[config.mk]
export PLATFORM = sky130hd
export DESIGN_NAME = ccd_readout_timing
export DESIGN_NICKNAME = d
export VERILOG_FILES = /design/src/hw/ccd_timing_pkg.sv /design/src/hw/horiz_clock_gen.sv /design/src/hw/ccd_readout_timing.sv
export SDC_FILE = /design/constraint.sdc
export NUM_CORES = 1
export LEC_CHECK = 0
export ABC_CLOCK_PERIOD_IN_PS = 3400
export BUFFER_PORTS_ARGS = -buffer_cell sky130_fd_sc_hd__buf_2
export CAP_MARGIN = 20
export CORE_MARGIN = 2
export CORE_UTILIZATION = 25
export CTS_BUF_LIST = sky130_fd_sc_hd__clkbuf_8
export DETAILED_ROUTE_END_ITERATION = 6
export PLACE_DENSITY = 0.53
export SYNTH_ARGS = -nofsm -noshare
export SYNTH_HDL_FRONTEND = slang
export SYNTH_SLANG_ARGS = --single-unit
[constraint.sdc]
create_clock -name aclk -period 3.4 [get_ports aclk]
set_clock_uncertainty 0.15 [all_clocks]
set_input_delay 0.34 -clock aclk [delete_from_list [all_inputs] [get_ports aclk]]
set_output_delay 0.34 -clock aclk [all_outputs]
set_load 0.02 [all_outputs]
[src/hw/ccd_timing_pkg.sv]
// Shared constants for the CCD readout timing generator.
package ccd_timing_pkg;

    // ******************************************************************
    // Clock and sensor timing
    // ******************************************************************
    localparam int CLK_NS = 10;
    localparam int T_H_NS = 25;
    localparam int T_FD_NS = 75;
    localparam int T_PD_NS = 300;
    localparam int T_VERTICAL_SHIFT_REGISTER_NS = 200;
    localparam int T_HD_NS = 200;
    localparam int T_FDP_NS = 200;

    localparam int TMR_W = 8;
    localparam logic [TMR_W-1:0] H_HALF_CYC =
        TMR_W'((T_H_NS + 2 * CLK_NS - 1) / (2 * CLK_NS));
    localparam logic [TMR_W-1:0] FD_CYC =
        TMR_W'((T_FD_NS + CLK_NS - 1) / CLK_NS);
    localparam logic [TMR_W-1:0] PD_CYC =
        TMR_W'((T_PD_NS + CLK_NS - 1) / CLK_NS);
    localparam logic [TMR_W-1:0] VERTICAL_SHIFT_REGISTER_CYC =
        TMR_W'((T_VERTICAL_SHIFT_REGISTER_NS + CLK_NS - 1) / CLK_NS);
    localparam logic [TMR_W-1:0] HD_CYC =
        TMR_W'((T_HD_NS + CLK_NS - 1) / CLK_NS);
    localparam logic [TMR_W-1:0] FDP_CYC =
        TMR_W'((T_FDP_NS + CLK_NS - 1) / CLK_NS);
    localparam logic [TMR_W-1:0] TMR_ONE = 8'h01;

    // ******************************************************************
    // Geometry
    // ******************************************************************
    localparam logic [9:0] PIX_SINGLE = 10'h2C4;
    localparam logic [9:0] PIX_HALF = 10'h168;
    localparam logic [8:0] CENTER_ROWS = 9'h0A4;

    // ******************************************************************
    // Register map and fields
    // ******************************************************************
    localparam logic [7:0] ADDR_CTRL = 8'h00;
    localparam logic [7:0] ADDR_LINES = 8'h04;
    localparam logic [7:0] ADDR_HPIX = 8'h08;
    localparam logic [7:0] ADDR_DUMP = 8'h0C;
    localparam logic [7:0] ADDR_STATUS = 8'h10;
    localparam logic [7:0] ADDR_LCOUNT = 8'h14;
    localparam int CTRL_START = 0;
    localparam int CTRL_DUAL = 1;
    localparam int CTRL_CROW = 2;
    localparam int CTRL_CCOL = 3;
    localparam int CTRL_LONLY = 4;
    localparam int STAT_BUSY = 0;
    localparam int STAT_DONE = 1;
    localparam logic [1:0] RESP_OKAY = 2'h0;
    localparam logic [1:0] RESP_SLVERR = 2'h2;

    typedef enum logic [2:0] {
        ST_IDLE, ST_XFER, ST_VSHIFT, ST_DUMP, ST_DUMP_WAIT, ST_HDELAY,
        ST_HSHIFT
    } seq_state_t;

endpackage : ccd_timing_pkg

[src/hw/horiz_clock_gen.sv]
// Horizontal phase generator with right-side phase mapping.
`timescale 1ns/100ps
module horiz_clock_gen
    import ccd_timing_pkg::*;
(
    input wire logic aclk,
    input wire logic aresetn,
    input wire logic ce,
    input wire logic start,
    input wire logic dual,
    input wire logic [9:0] pix_target,
    output logic horiz_phase_one,
    output logic horiz_phase_two,
    output logic right_horiz_phase_one,
    output logic right_horiz_phase_two,
    output logic pixel_reset,
    output logic busy,
    output logic done
);

    logic h1_ff;
    logic h2_ff;
    logic rst_ff;
    logic busy_ff;
    logic done_ff;
    logic [TMR_W-1:0] half_ff;
    logic [9:0] pix_ff;
    logic [9:0] tgt_ff;
    wire half_end = (half_ff == TMR_ONE);
    wire last_pix = (pix_ff == tgt_ff - 10'h001);

    always_ff @(posedge aclk) begin
        if (!aresetn) begin
            h1_ff <= 1'b0;
            h2_ff <= 1'b1;
            rst_ff <= 1'b0;
            busy_ff <= 1'b0;
            done_ff <= 1'b0;
            half_ff <= '0;
            pix_ff <= '0;
            tgt_ff <= '0;
        end else if (ce) begin
            done_ff <= 1'b0;
            rst_ff <= 1'b0;
            if (!busy_ff && start) begin
                busy_ff <= 1'b1;
                tgt_ff <= pix_target;
                pix_ff <= '0;
                h1_ff <= 1'b1;
                h2_ff <= 1'b0;
                rst_ff <= 1'b1;
                half_ff <= H_HALF_CYC;
            end else if (busy_ff && !half_end) begin
                half_ff <= half_ff - TMR_ONE;
            end else if (busy_ff) begin
                // Half period floor
                half_ff <= H_HALF_CYC;
                if (h1_ff) begin
                    h1_ff <= 1'b0;
                    h2_ff <= 1'b1;
                end else if (last_pix) begin
                    busy_ff <= 1'b0;
                    done_ff <= 1'b1;
                end else begin
                    h1_ff <= 1'b1;
                    h2_ff <= 1'b0;
                    rst_ff <= 1'b1;
                    pix_ff <= pix_ff + 10'h001;
                end
            end
        end
    end

    assign horiz_phase_one = h1_ff;
    assign horiz_phase_two = h2_ff;
    // Extra right phases
    // Mode mapping
    assign right_horiz_phase_one = dual ? h1_ff : h2_ff;
    assign right_horiz_phase_two = dual ? h2_ff : h1_ff;
    assign pixel_reset = rst_ff;
    assign busy = busy_ff;
    assign done = done_ff;
endmodule : horiz_clock_gen

[src/hw/ccd_readout_timing.sv]
// CCD readout timing generator with an AXI4-Lite control slave.
// Contract
// Single output, left amplifier: 708 horizontal shifts per line.
// Dual output: each half gets 360 horizontal shifts per line.
// Selectable output needs two extra right-side horizontal phases.
// Single mode: right phase one equals phase two, and vice versa.
// Dual mode: right phases equal the main phases one and two.
// Center vertical phases share the main signal outside center rows.
// Vertical phase one and two switch symmetrically, line and frame.
// During photodiode transfer the two vertical edges are aligned.
// Center-row mode transfers only the center 164 rows.
// A sequence reads one horizontal line without vertical transfer.
// Horizontal clock period is never below 25 ns.
// Wait at least 75 ns after a fast-dump pulse.
// Configuration selects output count and field mode for sequencing.
//
// The AXI4-Lite interface to the registers and the register offsets were left to the implementer.
`timescale 1ns/100ps
module ccd_readout_timing
    import ccd_timing_pkg::*;
(
    input wire logic aclk,
    input wire logic aresetn,
    input wire logic ce,
    input wire logic [7:0] s_axi_awaddr,
    input wire logic s_axi_awvalid,
    output logic s_axi_awready,
    input wire logic [31:0] s_axi_wdata,
    input wire logic [3:0] s_axi_wstrb,
    input wire logic s_axi_wvalid,
    output logic s_axi_wready,
    output logic [1:0] s_axi_bresp,
    output logic s_axi_bvalid,
    input wire logic s_axi_bready,
    input wire logic [7:0] s_axi_araddr,
    input wire logic s_axi_arvalid,
    output logic s_axi_arready,
    output logic [31:0] s_axi_rdata,
    output logic [1:0] s_axi_rresp,
    output logic s_axi_rvalid,
    input wire logic s_axi_rready,
    output logic vert_phase_one,
    output logic vert_phase_one_center,
    output logic vert_phase_two,
    output logic vert_phase_two_center,
    output logic vert_transfer,
    output logic vert_transfer_center,
    output logic horiz_phase_one,
    output logic horiz_phase_two,
    output logic right_horiz_phase_one,
    output logic right_horiz_phase_two,
    output logic pixel_reset,
    output logic fast_dump,
    output logic frame_busy
);

    // ******************************************************************
    // Functions
    // ******************************************************************
    function automatic logic [31:0] apply_strb(input logic [31:0] old,
        input logic [31:0] data, input logic [3:0] strb);
        logic [31:0] res;
        res = old;
        for (int i = 0; i < 4; i++) begin
            if (strb[i]) begin
                res[8*i +: 8] = data[8*i +: 8];
            end
        end
        return res;
    endfunction : apply_strb

    function automatic logic mapped(input logic [7:0] addr);
        return addr == ADDR_CTRL || addr == ADDR_LINES ||
            addr == ADDR_HPIX || addr == ADDR_DUMP ||
            addr == ADDR_STATUS || addr == ADDR_LCOUNT;
    endfunction : mapped

    // ******************************************************************
    // Register bus slave
    // ******************************************************************
    logic aw_got_ff;
    logic w_got_ff;
    logic [7:0] awaddr_ff;
    logic [31:0] wdata_ff;
    logic [3:0] wstrb_ff;
    logic bvalid_ff;
    logic [1:0] bresp_ff;
    logic rvalid_ff;
    logic [31:0] rdata_ff;
    logic [1:0] rresp_ff;
    logic [31:0] ctrl_ff;
    logic [31:0] lines_ff;
    logic [31:0] hpix_ff;
    logic [31:0] dump_ff;
    logic done_ff;
    logic go_ff;
    seq_state_t st_ff;
    seq_state_t nxt_st;
    logic [8:0] line_ff;

    wire aw_hs = s_axi_awvalid && s_axi_awready;
    wire w_hs = s_axi_wvalid && s_axi_wready;
    wire ar_hs = s_axi_arvalid && s_axi_arready;
    wire wr_fire = aw_got_ff && w_got_ff;
    wire busy = (st_ff != ST_IDLE) || go_ff;
    wire wr_ctrl = wr_fire && awaddr_ff == ADDR_CTRL;
    wire wr_stat = wr_fire && awaddr_ff == ADDR_STATUS;
    wire [31:0] ctrl_new = apply_strb(ctrl_ff, wdata_ff, wstrb_ff);
    wire [31:0] stat_new = apply_strb(32'h0000_0000, wdata_ff, wstrb_ff);
    wire [31:0] lines_new = apply_strb(lines_ff, wdata_ff, wstrb_ff);
    wire [31:0] hpix_new = apply_strb(hpix_ff, wdata_ff, wstrb_ff);
    wire [31:0] dump_new = apply_strb(dump_ff, wdata_ff, wstrb_ff);
    wire seq_end;
    wire [31:0] rd_mux =
        (s_axi_araddr == ADDR_CTRL) ? ctrl_ff :
        (s_axi_araddr == ADDR_LINES) ? lines_ff :
        (s_axi_araddr == ADDR_HPIX) ? hpix_ff :
        (s_axi_araddr == ADDR_DUMP) ? dump_ff :
        (s_axi_araddr == ADDR_STATUS) ?
            {30'h0, done_ff, busy} :
        (s_axi_araddr == ADDR_LCOUNT) ? {23'h0, line_ff} :
        32'h0000_0000;

    assign s_axi_awready = !aw_got_ff && !bvalid_ff;
    assign s_axi_wready = !w_got_ff && !bvalid_ff;
    assign s_axi_arready = !rvalid_ff;
    assign s_axi_bvalid = bvalid_ff;
    assign s_axi_bresp = bresp_ff;
    assign s_axi_rvalid = rvalid_ff;
    assign s_axi_rdata = rdata_ff;
    assign s_axi_rresp = rresp_ff;

    always_ff @(posedge aclk) begin
        if (!aresetn) begin
            aw_got_ff <= 1'b0;
            w_got_ff <= 1'b0;
            awaddr_ff <= '0;
            wdata_ff <= '0;
            wstrb_ff <= '0;
            bvalid_ff <= 1'b0;
            bresp_ff <= RESP_OKAY;
        end else if (ce) begin
            if (aw_hs) begin
                aw_got_ff <= 1'b1;
                awaddr_ff <= s_axi_awaddr;
            end
            if (w_hs) begin
                w_got_ff <= 1'b1;
                wdata_ff <= s_axi_wdata;
                wstrb_ff <= s_axi_wstrb;
            end
            if (wr_fire) begin
                aw_got_ff <= 1'b0;
                w_got_ff <= 1'b0;
                bvalid_ff <= 1'b1;
                bresp_ff <= mapped(awaddr_ff) ? RESP_OKAY : RESP_SLVERR;
            end else if (bvalid_ff && s_axi_bready) begin
                bvalid_ff <= 1'b0;
            end
        end
    end

    always_ff @(posedge aclk) begin
        if (!aresetn) begin
            rvalid_ff <= 1'b0;
            rdata_ff <= '0;
            rresp_ff <= RESP_OKAY;
        end else if (ce) begin
            if (ar_hs) begin
                rvalid_ff <= 1'b1;
                rdata_ff <= rd_mux;
                rresp_ff <= mapped(s_axi_araddr) ? RESP_OKAY : RESP_SLVERR;
            end else if (rvalid_ff && s_axi_rready) begin
                rvalid_ff <= 1'b0;
            end
        end
    end

    // Configuration is frozen while a sequence runs, so a frame never
    // mixes output or field modes halfway through.
    always_ff @(posedge aclk) begin
        if (!aresetn) begin
            ctrl_ff <= '0;
            lines_ff <= '0;
            hpix_ff <= '0;
            dump_ff <= '0;
            go_ff <= 1'b0;
        end else if (ce) begin
            go_ff <= 1'b0;
            if (wr_ctrl && !busy) begin
                ctrl_ff <= {27'h0, ctrl_new[CTRL_LONLY:CTRL_DUAL], 1'b0};
                go_ff <= ctrl_new[CTRL_START];
            end
            if (wr_fire && !busy && awaddr_ff == ADDR_LINES) begin
                lines_ff <= {23'h0, lines_new[8:0]};
            end
            if (wr_fire && !busy && awaddr_ff == ADDR_HPIX) begin
                hpix_ff <= {22'h0, hpix_new[9:0]};
            end
            if (wr_fire && !busy && awaddr_ff == ADDR_DUMP) begin
                dump_ff <= {24'h0, dump_new[7:0]};
            end
        end
    end

    // Set wins over a clear written in the same cycle.
    always_ff @(posedge aclk) begin
        if (!aresetn) begin
            done_ff <= 1'b0;
        end else if (ce) begin
            done_ff <= seq_end ||
                (done_ff && !(wr_stat && stat_new[STAT_DONE]));
        end
    end

    // ******************************************************************
    // Readout sequencer
    // ******************************************************************
    wire cfg_dual = ctrl_ff[CTRL_DUAL];
    wire cfg_crow = ctrl_ff[CTRL_CROW];
    wire cfg_ccol = ctrl_ff[CTRL_CCOL];
    wire cfg_lonly = ctrl_ff[CTRL_LONLY];
    // Center rows only
    wire [8:0] lines_tgt = cfg_crow ? CENTER_ROWS :
        (lines_ff[8:0] == 9'h000) ? 9'h001 : lines_ff[8:0];
    // Line length
    wire [9:0] pix_def = cfg_dual ? PIX_HALF : PIX_SINGLE;
    wire [9:0] pix_target = (cfg_ccol && hpix_ff[9:0] != 10'h000) ?
        hpix_ff[9:0] : pix_def;

    logic [TMR_W-1:0] timer_ff;
    logic [TMR_W-1:0] nxt_timer;
    logic [7:0] dump_left_ff;
    logic v_ff;
    logic v2_ff;
    logic nxt_v;
    logic xfer_ff;
    logic nxt_xfer;
    logic fd_ff;
    logic nxt_fd;
    logic h_start;
    logic h_busy;
    logic h_done;
    logic line_step;
    wire tmr_end = (timer_ff == TMR_ONE);
    wire last_line = (line_ff + 9'h001 >= lines_tgt);

    // Mode driven sequence
    always_comb begin
        nxt_st = st_ff;
        nxt_timer = (timer_ff != '0) ? timer_ff - TMR_ONE : timer_ff;
        nxt_v = v_ff;
        nxt_xfer = xfer_ff;
        nxt_fd = fd_ff;
        h_start = 1'b0;
        line_step = 1'b0;
        unique case (st_ff)
            ST_IDLE: begin
                // Line without transfer
                if (go_ff && cfg_lonly) begin
                    nxt_st = ST_HDELAY;
                    nxt_timer = HD_CYC;
                end else if (go_ff) begin
                    nxt_st = ST_XFER;
                    nxt_timer = PD_CYC;
                    nxt_xfer = 1'b1;
                end
            end
            ST_XFER: begin
                if (tmr_end) begin
                    nxt_st = ST_VSHIFT;
                    nxt_timer = VERTICAL_SHIFT_REGISTER_CYC + VERTICAL_SHIFT_REGISTER_CYC;
                    nxt_xfer = 1'b0;
                    nxt_v = 1'b1;
                end
            end
            ST_VSHIFT: begin
                if (timer_ff == VERTICAL_SHIFT_REGISTER_CYC + TMR_ONE) begin
                    nxt_v = 1'b0;
                end
                if (tmr_end && dump_left_ff != 8'h00) begin
                    nxt_st = ST_DUMP;
                    nxt_timer = FDP_CYC;
                    nxt_fd = 1'b1;
                end else if (tmr_end) begin
                    nxt_st = ST_HDELAY;
                    nxt_timer = HD_CYC;
                end
            end
            ST_DUMP: begin
                if (tmr_end) begin
                    nxt_st = ST_DUMP_WAIT;
                    nxt_timer = FD_CYC;
                    nxt_fd = 1'b0;
                end
            end
            ST_DUMP_WAIT: begin
                // Post dump wait
                if (tmr_end) begin
                    line_step = 1'b1;
                    nxt_st = last_line ? ST_IDLE : ST_VSHIFT;
                    nxt_timer = VERTICAL_SHIFT_REGISTER_CYC + VERTICAL_SHIFT_REGISTER_CYC;
                    nxt_v = !last_line;
                end
            end
            ST_HDELAY: begin
                if (tmr_end) begin
                    nxt_st = ST_HSHIFT;
                    h_start = 1'b1;
                end
            end
            ST_HSHIFT: begin
                if (h_done) begin
                    line_step = 1'b1;
                    nxt_st = (last_line || cfg_lonly) ? ST_IDLE : ST_VSHIFT;
                    nxt_timer = VERTICAL_SHIFT_REGISTER_CYC + VERTICAL_SHIFT_REGISTER_CYC;
                    nxt_v = !(last_line || cfg_lonly);
                end
            end
        endcase
    end

    assign seq_end = line_step && (nxt_st == ST_IDLE);

    always_ff @(posedge aclk) begin
        if (!aresetn) begin
            st_ff <= ST_IDLE;
            timer_ff <= '0;
            v_ff <= 1'b0;
            v2_ff <= 1'b1;
            xfer_ff <= 1'b0;
            fd_ff <= 1'b0;
            line_ff <= '0;
            dump_left_ff <= '0;
        end else if (ce) begin
            st_ff <= nxt_st;
            timer_ff <= nxt_timer;
            // Symmetric vertical phases
            v_ff <= nxt_v;
            v2_ff <= !nxt_v;
            xfer_ff <= nxt_xfer;
            fd_ff <= nxt_fd;
            if (st_ff == ST_IDLE && go_ff) begin
                line_ff <= '0;
                dump_left_ff <= dump_ff[7:0];
            end else if (line_step) begin
                line_ff <= line_ff + 9'h001;
            end
            if (st_ff == ST_DUMP_WAIT && tmr_end) begin
                dump_left_ff <= dump_left_ff - 8'h01;
            end
        end
    end

    horiz_clock_gen u_hgen (
        .aclk(aclk),
        .aresetn(aresetn),
        .ce(ce),
        .start(h_start),
        .dual(cfg_dual),
        .pix_target(pix_target),
        .horiz_phase_one(horiz_phase_one),
        .horiz_phase_two(horiz_phase_two),
        .right_horiz_phase_one(right_horiz_phase_one),
        .right_horiz_phase_two(right_horiz_phase_two),
        .pixel_reset(pixel_reset),
        .busy(h_busy),
        .done(h_done)
    );

    assign vert_phase_one = v_ff;
    assign vert_phase_two = v2_ff;
    // Shared center drive
    assign vert_phase_one_center = v_ff;
    assign vert_phase_two_center = v2_ff;
    // Transfer pulse
    assign vert_transfer = xfer_ff && !cfg_crow;
    assign vert_transfer_center = xfer_ff;
    assign fast_dump = fd_ff;
    assign frame_busy = busy;

    logic [TMR_W-1:0] xfer_len_ff;
    always_ff @(posedge aclk) begin
        if (!aresetn) begin
            xfer_len_ff <= '0;
        end else if (ce) begin
            xfer_len_ff <= xfer_ff ? xfer_len_ff + TMR_ONE : '0;
        end
    end
endmodule : ccd_readout_timing

==> run metrics, run 1 <==
die area=30,820 um^2; critical path type=register to register; mapped cell area=7358 um^2; PwrDens=401.9 nW/um^2; CTS root buffer=clkbuf_8; Final Core Density=0.3002; Synth cell types=75; initial antenna violation count=0; PortBufs=65; DR vias=6,776; Tmin final=about 3.2 ns; final worst path period share=0.9325; WL per Instance=15.39 um; final setup violation count=0; f_max=315.4 MHz; initial DRC count=about 460; DRC errors left=0; CP required=3.57 ns; Final #Nets=1,078; post-synthesis average cell area=7.938 um^2; core area=28,860 um^2; Post-synth ARST share=0; fin. max-slew vios=0; pin count of the biggest net entering global routing=52; worst path arrival time=3.34 ns; crit end category=register; Post-Place Cells=1,345; Inserted Clock Buffers=17; Yosys warning count=0; Seq cells post-synth=134; vias in the first global route=between 6,000 and 7,000; # H-tree levels=4; via/cell ratio=a little under 5; critical path's top delay family=compound AO/OA/AOI/OAI gates; fin cells=between 1,000 and 1,500; area grow syn2layout=17.74%; Die Span Y=175.6 um; DPL Wire Length=15,330 um; run status=finished clean; Slew headroom=0.3158; Worst Tran Pin Value=1.022 ns; Die X=175.6 um; initial core utilization=0.2550; worst hold path type=input port to register; Mapped Cells=927; grt ovf=0; # clock sinks=around 130; Leak=3.312 nW; first-pass GRT wire length=34,600 um; n_diodes=0; CP Launch Type=register; total power=3.482 mW; Row Count=62; WL final=~21,000 um; Primary FF master, synth=dfxtp_1; Slowest cell on crit path=dfxtp_1; peak supply drop=0.2467 mV; Crit Path Max Fanout=4; overall routing resource usage=0.1412; crit path buf inv count=1; I/O pin count=114; final hold violations=0; CTS tree=built; sequential area share after synthesis=0.3646; number of synthesized flops with an enable pin=0; Clock transition at path regs=0.08 ns; CP peak stage delay=0.39 ns; Final ANT Viol Nets=0; Max-cap violations=0; clk buf depth=2; clock latency on the worst-skew pair=~0.46 ns; routability cong.=between 0.8 and 0.9; share of cells above drive strength 1=0.1354; Pre-Repair DR Iteration Count=5; CP Cell Sequence=ha_1, nand3_1, inv_1, nand3_1, nor2_2, xor2_2, ha_1, and4_1, a221o_1, a31oi_4, a31oi_1, o22ai_1, o21ai_0
==> layout make-up <==
cell class | instances | area (um^2)
fill | 3136 | 20190
multi-input combinational | 719 | 4315
sequential | 134 | 2683
timing repair buffer | 104 | 680.7
tap | 384 | 480.5
clock buffer | 19 | 261.5
clock inverter | 12 | 152.6
inverter | 24 | 90.09
==> metal layers <==
| metal | part of all wire | vias up | track usage |
|---|---|---|---|
| met2 | 0.48 | 159 | 0.2398 |
| met1 | 0.47 | 3193 | 0.1843 |
| met4 | 0.010 | 0 | 0.03134 |
| met3 | 0.036 | 17 | 0.02900 |
| li1 | - | 3407 | - |
| met5 | 0 | - | 0 |
==> Yosys cell counts (6+ instances only) <==
| master | n | area, um^2 |
|---|---|---|
| nor3_1 | 22 | 110.1 |
| ha_1 | 18 | 225.2 |
| nand2b_1 | 14 | 87.58 |
| nor3b_1 | 6 | 45.04 |
| nor2_1 | 131 | 491.7 |
| a22oi_1 | 7 | 52.55 |
| or4_1 | 11 | 82.58 |
| and2_1 | 7 | 43.79 |
| or3_1 | 7 | 43.79 |
| dfxtp_1 | 134 | 2683 |
| a22o_1 | 7 | 61.31 |
| a21oi_1 | 84 | 420.4 |
| inv_1 | 22 | 82.58 |
| nand4_1 | 10 | 62.56 |
| nor4_1 | 11 | 68.82 |
| clkbuf_1 | 38 | 142.6 |
| xnor2_1 | 13 | 113.9 |
| o21ai_0 | 40 | 200.2 |
| nand2_1 | 88 | 330.3 |
| o31ai_1 | 8 | 60.06 |
| o211ai_1 | 6 | 45.04 |
| a211oi_1 | 11 | 82.58 |
| mux2i_1 | 42 | 420.4 |
| and3_1 | 8 | 50.05 |
| nor4b_1 | 6 | 52.55 |
| a31oi_1 | 9 | 56.30 |
| buf_4 | 26 | 195.2 |
| nor2b_1 | 6 | 37.54 |
| xor2_1 | 16 | 140.1 |
| nand3_1 | 36 | 180.2 |
==> worst paths after layout <==
| check | start | to | slack, ns | cells after the start |
|---|---|---|---|---|
| setup / recovery | line_ff[0] | vert_phase_two | 0.23 | 13 |
| hold / removal | s_axi_bready | s_axi_bvalid | 0.02 | 4 |
| setup reg to reg | line_ff[0] | vert_phase_two | 0.23 | 13 |
| hold reg to reg | wdata_ff[9] | wdata_ff[9] | 0.32 | 2 |
==> report_power, final <==
| group | internal [mW] | switching (mW) |
|---|---|---|
| clock network | 0.758 | 0.649 |
| registers | 1.61 | 0.0532 |
| logic | 0.165 | 0.249 |
| total | 2.53 | 0.951 |
==> flip-flops by register name, indices dropped and copies added, names as in the netlist, 2 cells and up <==
name            cells
awaddr_ff           8
ctrl_ff             4
dump_ff             8
dump_left_ff        8
hpix_ff            10
line_ff             9
lines_ff            9
s_axi_rdata        10
st_ff               3
timer_ff            8
u_hgen.half_ff      8
u_hgen.pix_ff      10
u_hgen.tgt_ff      10
wdata_ff           10
wstrb_ff            2
==> logic make-up after synthesis <==
kind of cell,synth area share
flops,0.3646
fa+ha+maj,0.03061
simple gates,0.2561
compound gates,0.1831
mux,0.06478
xor+xnor,0.03452
other cells,0.0005096
buf+inv,0.06580
==> cells in the final DEF (no fill, tap or decap), types with 13 or more instances in the layout <==
| master | n |
|---|---|
| nand2_1 | 88 |
| dlygate4sd3_1 | 20 |
| nand3_1 | 36 |
| nor3_1 | 22 |
| ha_1 | 18 |
| dfxtp_1 | 134 |
| inv_1 | 22 |
| buf_4 | 18 |
| conb_1 | 24 |
| xnor2_1 | 13 |
| buf_2 | 65 |
| xor2_1 | 15 |
| clkbuf_8 | 19 |
| mux2i_1 | 42 |
| nor2_1 | 130 |
| o21ai_0 | 40 |
| nand2b_1 | 14 |
| a21oi_1 | 84 |
==> through the flow <==
step	setup WS (ns)	hold slack (ns)	setup TNS (ns)	cell area (um^2)
6_report	0.2294	0.02338	0	8663
4_1_cts	0.1515	0.001178	0	8638
2_1_floorplan	0.5482	0.2860	0	7445
3_5_place_dp	0.1605	0.3122	0	8024
3_3_place_gp	0.1966	0.3021	0	8024
5_1_grt	-0.01352	0.03444	-0.01352	8663
==> worst register-to-register path, stage by stage (launching register included) <==
cell and delay (ns):
dfxtp_1 0.39, ha_1 0.24, nand3_1 0.13, inv_1 0.07, nand3_1 0.18, nor2_2 0.21
xor2_2 0.17, ha_1 0.27, and4_1 0.23, a221o_1 0.35, a31oi_4 0.21, a31oi_1 0.11
o22ai_1 0.22, o21ai_0 0.11
==> what timing repair did <==
item	in CTS	in global routing
setup endpoints to repair	0	4
hold buffers	20	0
hold endpoints to repair	20	0
gates resized for setup	0	4
setup buffers	0	0
(Power assumes the default switching activity.)
==> run 2: changes to the inputs <==
Settings changed: CORE_ASPECT_RATIO set to 0.5.
==> run metrics, run 2 (synthesis gave the netlist of run 1 again) <==
area grow syn2layout=17.14%; f_max=319.6 MHz (+1.3%); Die Span Y=125.3 um (-29%); crit end category=register; final hold violations=0 (unchanged); via/cell ratio=4.850 (about the same); CP Cell Sequence=ha_2, nand3_2, inv_1, nand3_1, xnor2_1, ha_1, a21o_1, a21o_1, a221o_1, a31oi_1, buf_4, a31oi_1, o22ai_1, o21ai_0; Tmin final=3.129 ns (-0.04132 ns); PwrDens=385.6 nW/um^2 (-4.1%); CTS tree=built; worst hold path type=input port to register; critical path's top delay family=compound AO/OA/AOI/OAI gates; setup bufs post-CTS=0 (unchanged); Post-Place Cells=1,352 (+0.52%); R2R Setup Slk=0.27 ns (+0.04 ns); WL final=20,900 um (-2.8%); core area=28,960 um^2 (+0.35%); Worst Tran Pin Value=1.039 ns (+0.01710 ns); # H-tree levels=4 (unchanged); n_diodes=0 (unchanged); CP Launch Type=register; Inserted Clock Buffers=17 (unchanged); CP required=3.56 ns (about the same); setup repair after global routing missed its margin=false; final worst path period share=0.9204 (-0.01215); worst path arrival time=3.29 ns (-0.05 ns); die area=30,900 um^2 (+0.27%); DRC errors left=0 (unchanged); Setup WS post-layout=0.2707 ns (+0.04132 ns); peak supply drop=0.1695 mV (-31%); grt ovf=0 (unchanged); first-pass GRT wire length=33,820 um (-2.3%); run status=finished clean; DR vias=6,809 (+0.49%); CP peak stage delay=0.36 ns (-0.03 ns); Die X=246.6 um (+40%); initial DRC count=647 (+41%); routability cong.=0.8966 (+6.8%); Slew headroom=0.3043 (-0.01145); crit path buf inv count=2 (+1); fin cells=1,404 (+0.57%); final setup violation count=0 (unchanged); Clock transition at path regs=0.08 ns (about the same); Pre-Repair DR Iteration Count=5 (unchanged); CTS root buffer=clkbuf_8; fin. max-slew vios=0 (unchanged); WL per Instance=14.88 um (-3.3%); overall routing resource usage=0.1367 (-0.004523); Slowest cell on crit path=dfxtp_2; clk buf depth=2 (unchanged); I/O pin count=114 (unchanged); clock latency on the worst-skew pair=0.45 ns (about the same); Crit Path Max Fanout=4 (unchanged); Final #Nets=1,080 (+0.19%); pin count of the biggest net entering global routing=99 (+90%); DPL Wire Length=15,070 um (-1.7%); total power=3.323 mW (-4.5%); Final ANT Viol Nets=0 (unchanged); PortBufs=65 (unchanged); initial core utilization=0.2541 (-0.0008814); most frequent cells in the layout=nor2_1 (131), dfxtp_1 (131), nand2_1 (88), a21oi_1 (84), buf_2 (65); final setup TNS=0 ns (unchanged); initial antenna violation count=0 (unchanged); Max-cap violations=0 (unchanged); pre-CTS WS=0.1678 ns (+0.007366 ns); share of cells above drive strength 1=0.1313 (-0.004082); Leak=3.314 nW (about the same); critical path type=register to register; Row Count=44 (-29%); # clock sinks=134 (unchanged); vias in the first global route=6,419 (+1.3%)
-- run 2: cell count changes in the layout (fill, tap and decap cells not counted), moves of 2 or more --
cell / delta
inv_1: +5
dfxtp_1: -3
dfxtp_2: +3
clkbuf_8: -2
clkinvlp_4: -2
dlygate4sd3_1: +2
-- run 2: layer usage --
layer  part of all wire  GRT usage  vias up
li1                   -          -     3420
met1               0.48     0.1801     3210
met2               0.47     0.2269      149
met3              0.036    0.02469       30
met4              0.018    0.04252        0
met5                  0          0        -
-- run 2: area by class of cell --
class                           count  area, um^2
Clock inverter                     13       121.4
Multi-Input combinational cell    719        4298
Sequential cell                   134        2686
Timing Repair Buffer              106       700.7
Clock buffer                       17       234.0
Fill cell                        3135       20340
Inverter                           24       90.09
Tap cell                          391       489.2
-- run 2: what timing repair did --
item                       CTS  global route
gates resized for setup      0             5
hold buffers                22             0
setup endpoints to repair    0             4
hold endpoints to repair    22             0
-- run 2: through the flow --
step	hold slack (ns)	area, um^2	utilization
floorplan	0.2860	7445	-
global placement	0.3062	8033	0.2774
detailed placement	0.3143	8033	0.2774
CTS	0.1617	8608	0.2973
global route	0.1886	8620	0.2977
finish	0.1859	8620	0.2977
-- run 2: power by group --
part | switching [mW] | internal [mW] | total, mW
registers | 0.0501 | 1.61 | 1.66
logic | 0.253 | 0.166 | 0.419
clock network | 0.618 | 0.629 | 1.25
total | 0.921 | 2.40 | 3.32
-- run 2: final timing paths --
kind,from,end,cells past startpoint
max,line_ff[1],vert_phase_two,14
max reg2reg,line_ff[1],vert_phase_two,14
min,s_axi_araddr[3],s_axi_rresp[1],3
min reg2reg,wdata_ff[9],wdata_ff[9],2
-- run 2: worst reg2reg max path, stage by stage (launching register included) --
cell and delay [ns]:
dfxtp_2 0.36, ha_2 0.23, nand3_2 0.12, inv_1 0.07
nand3_1 0.16, xnor2_1 0.18, ha_1 0.31, a21o_1 0.16
a21o_1 0.17, a221o_1 0.33, a31oi_1 0.19, buf_4 0.18
a31oi_1 0.09, o22ai_1 0.19, o21ai_0 0.11
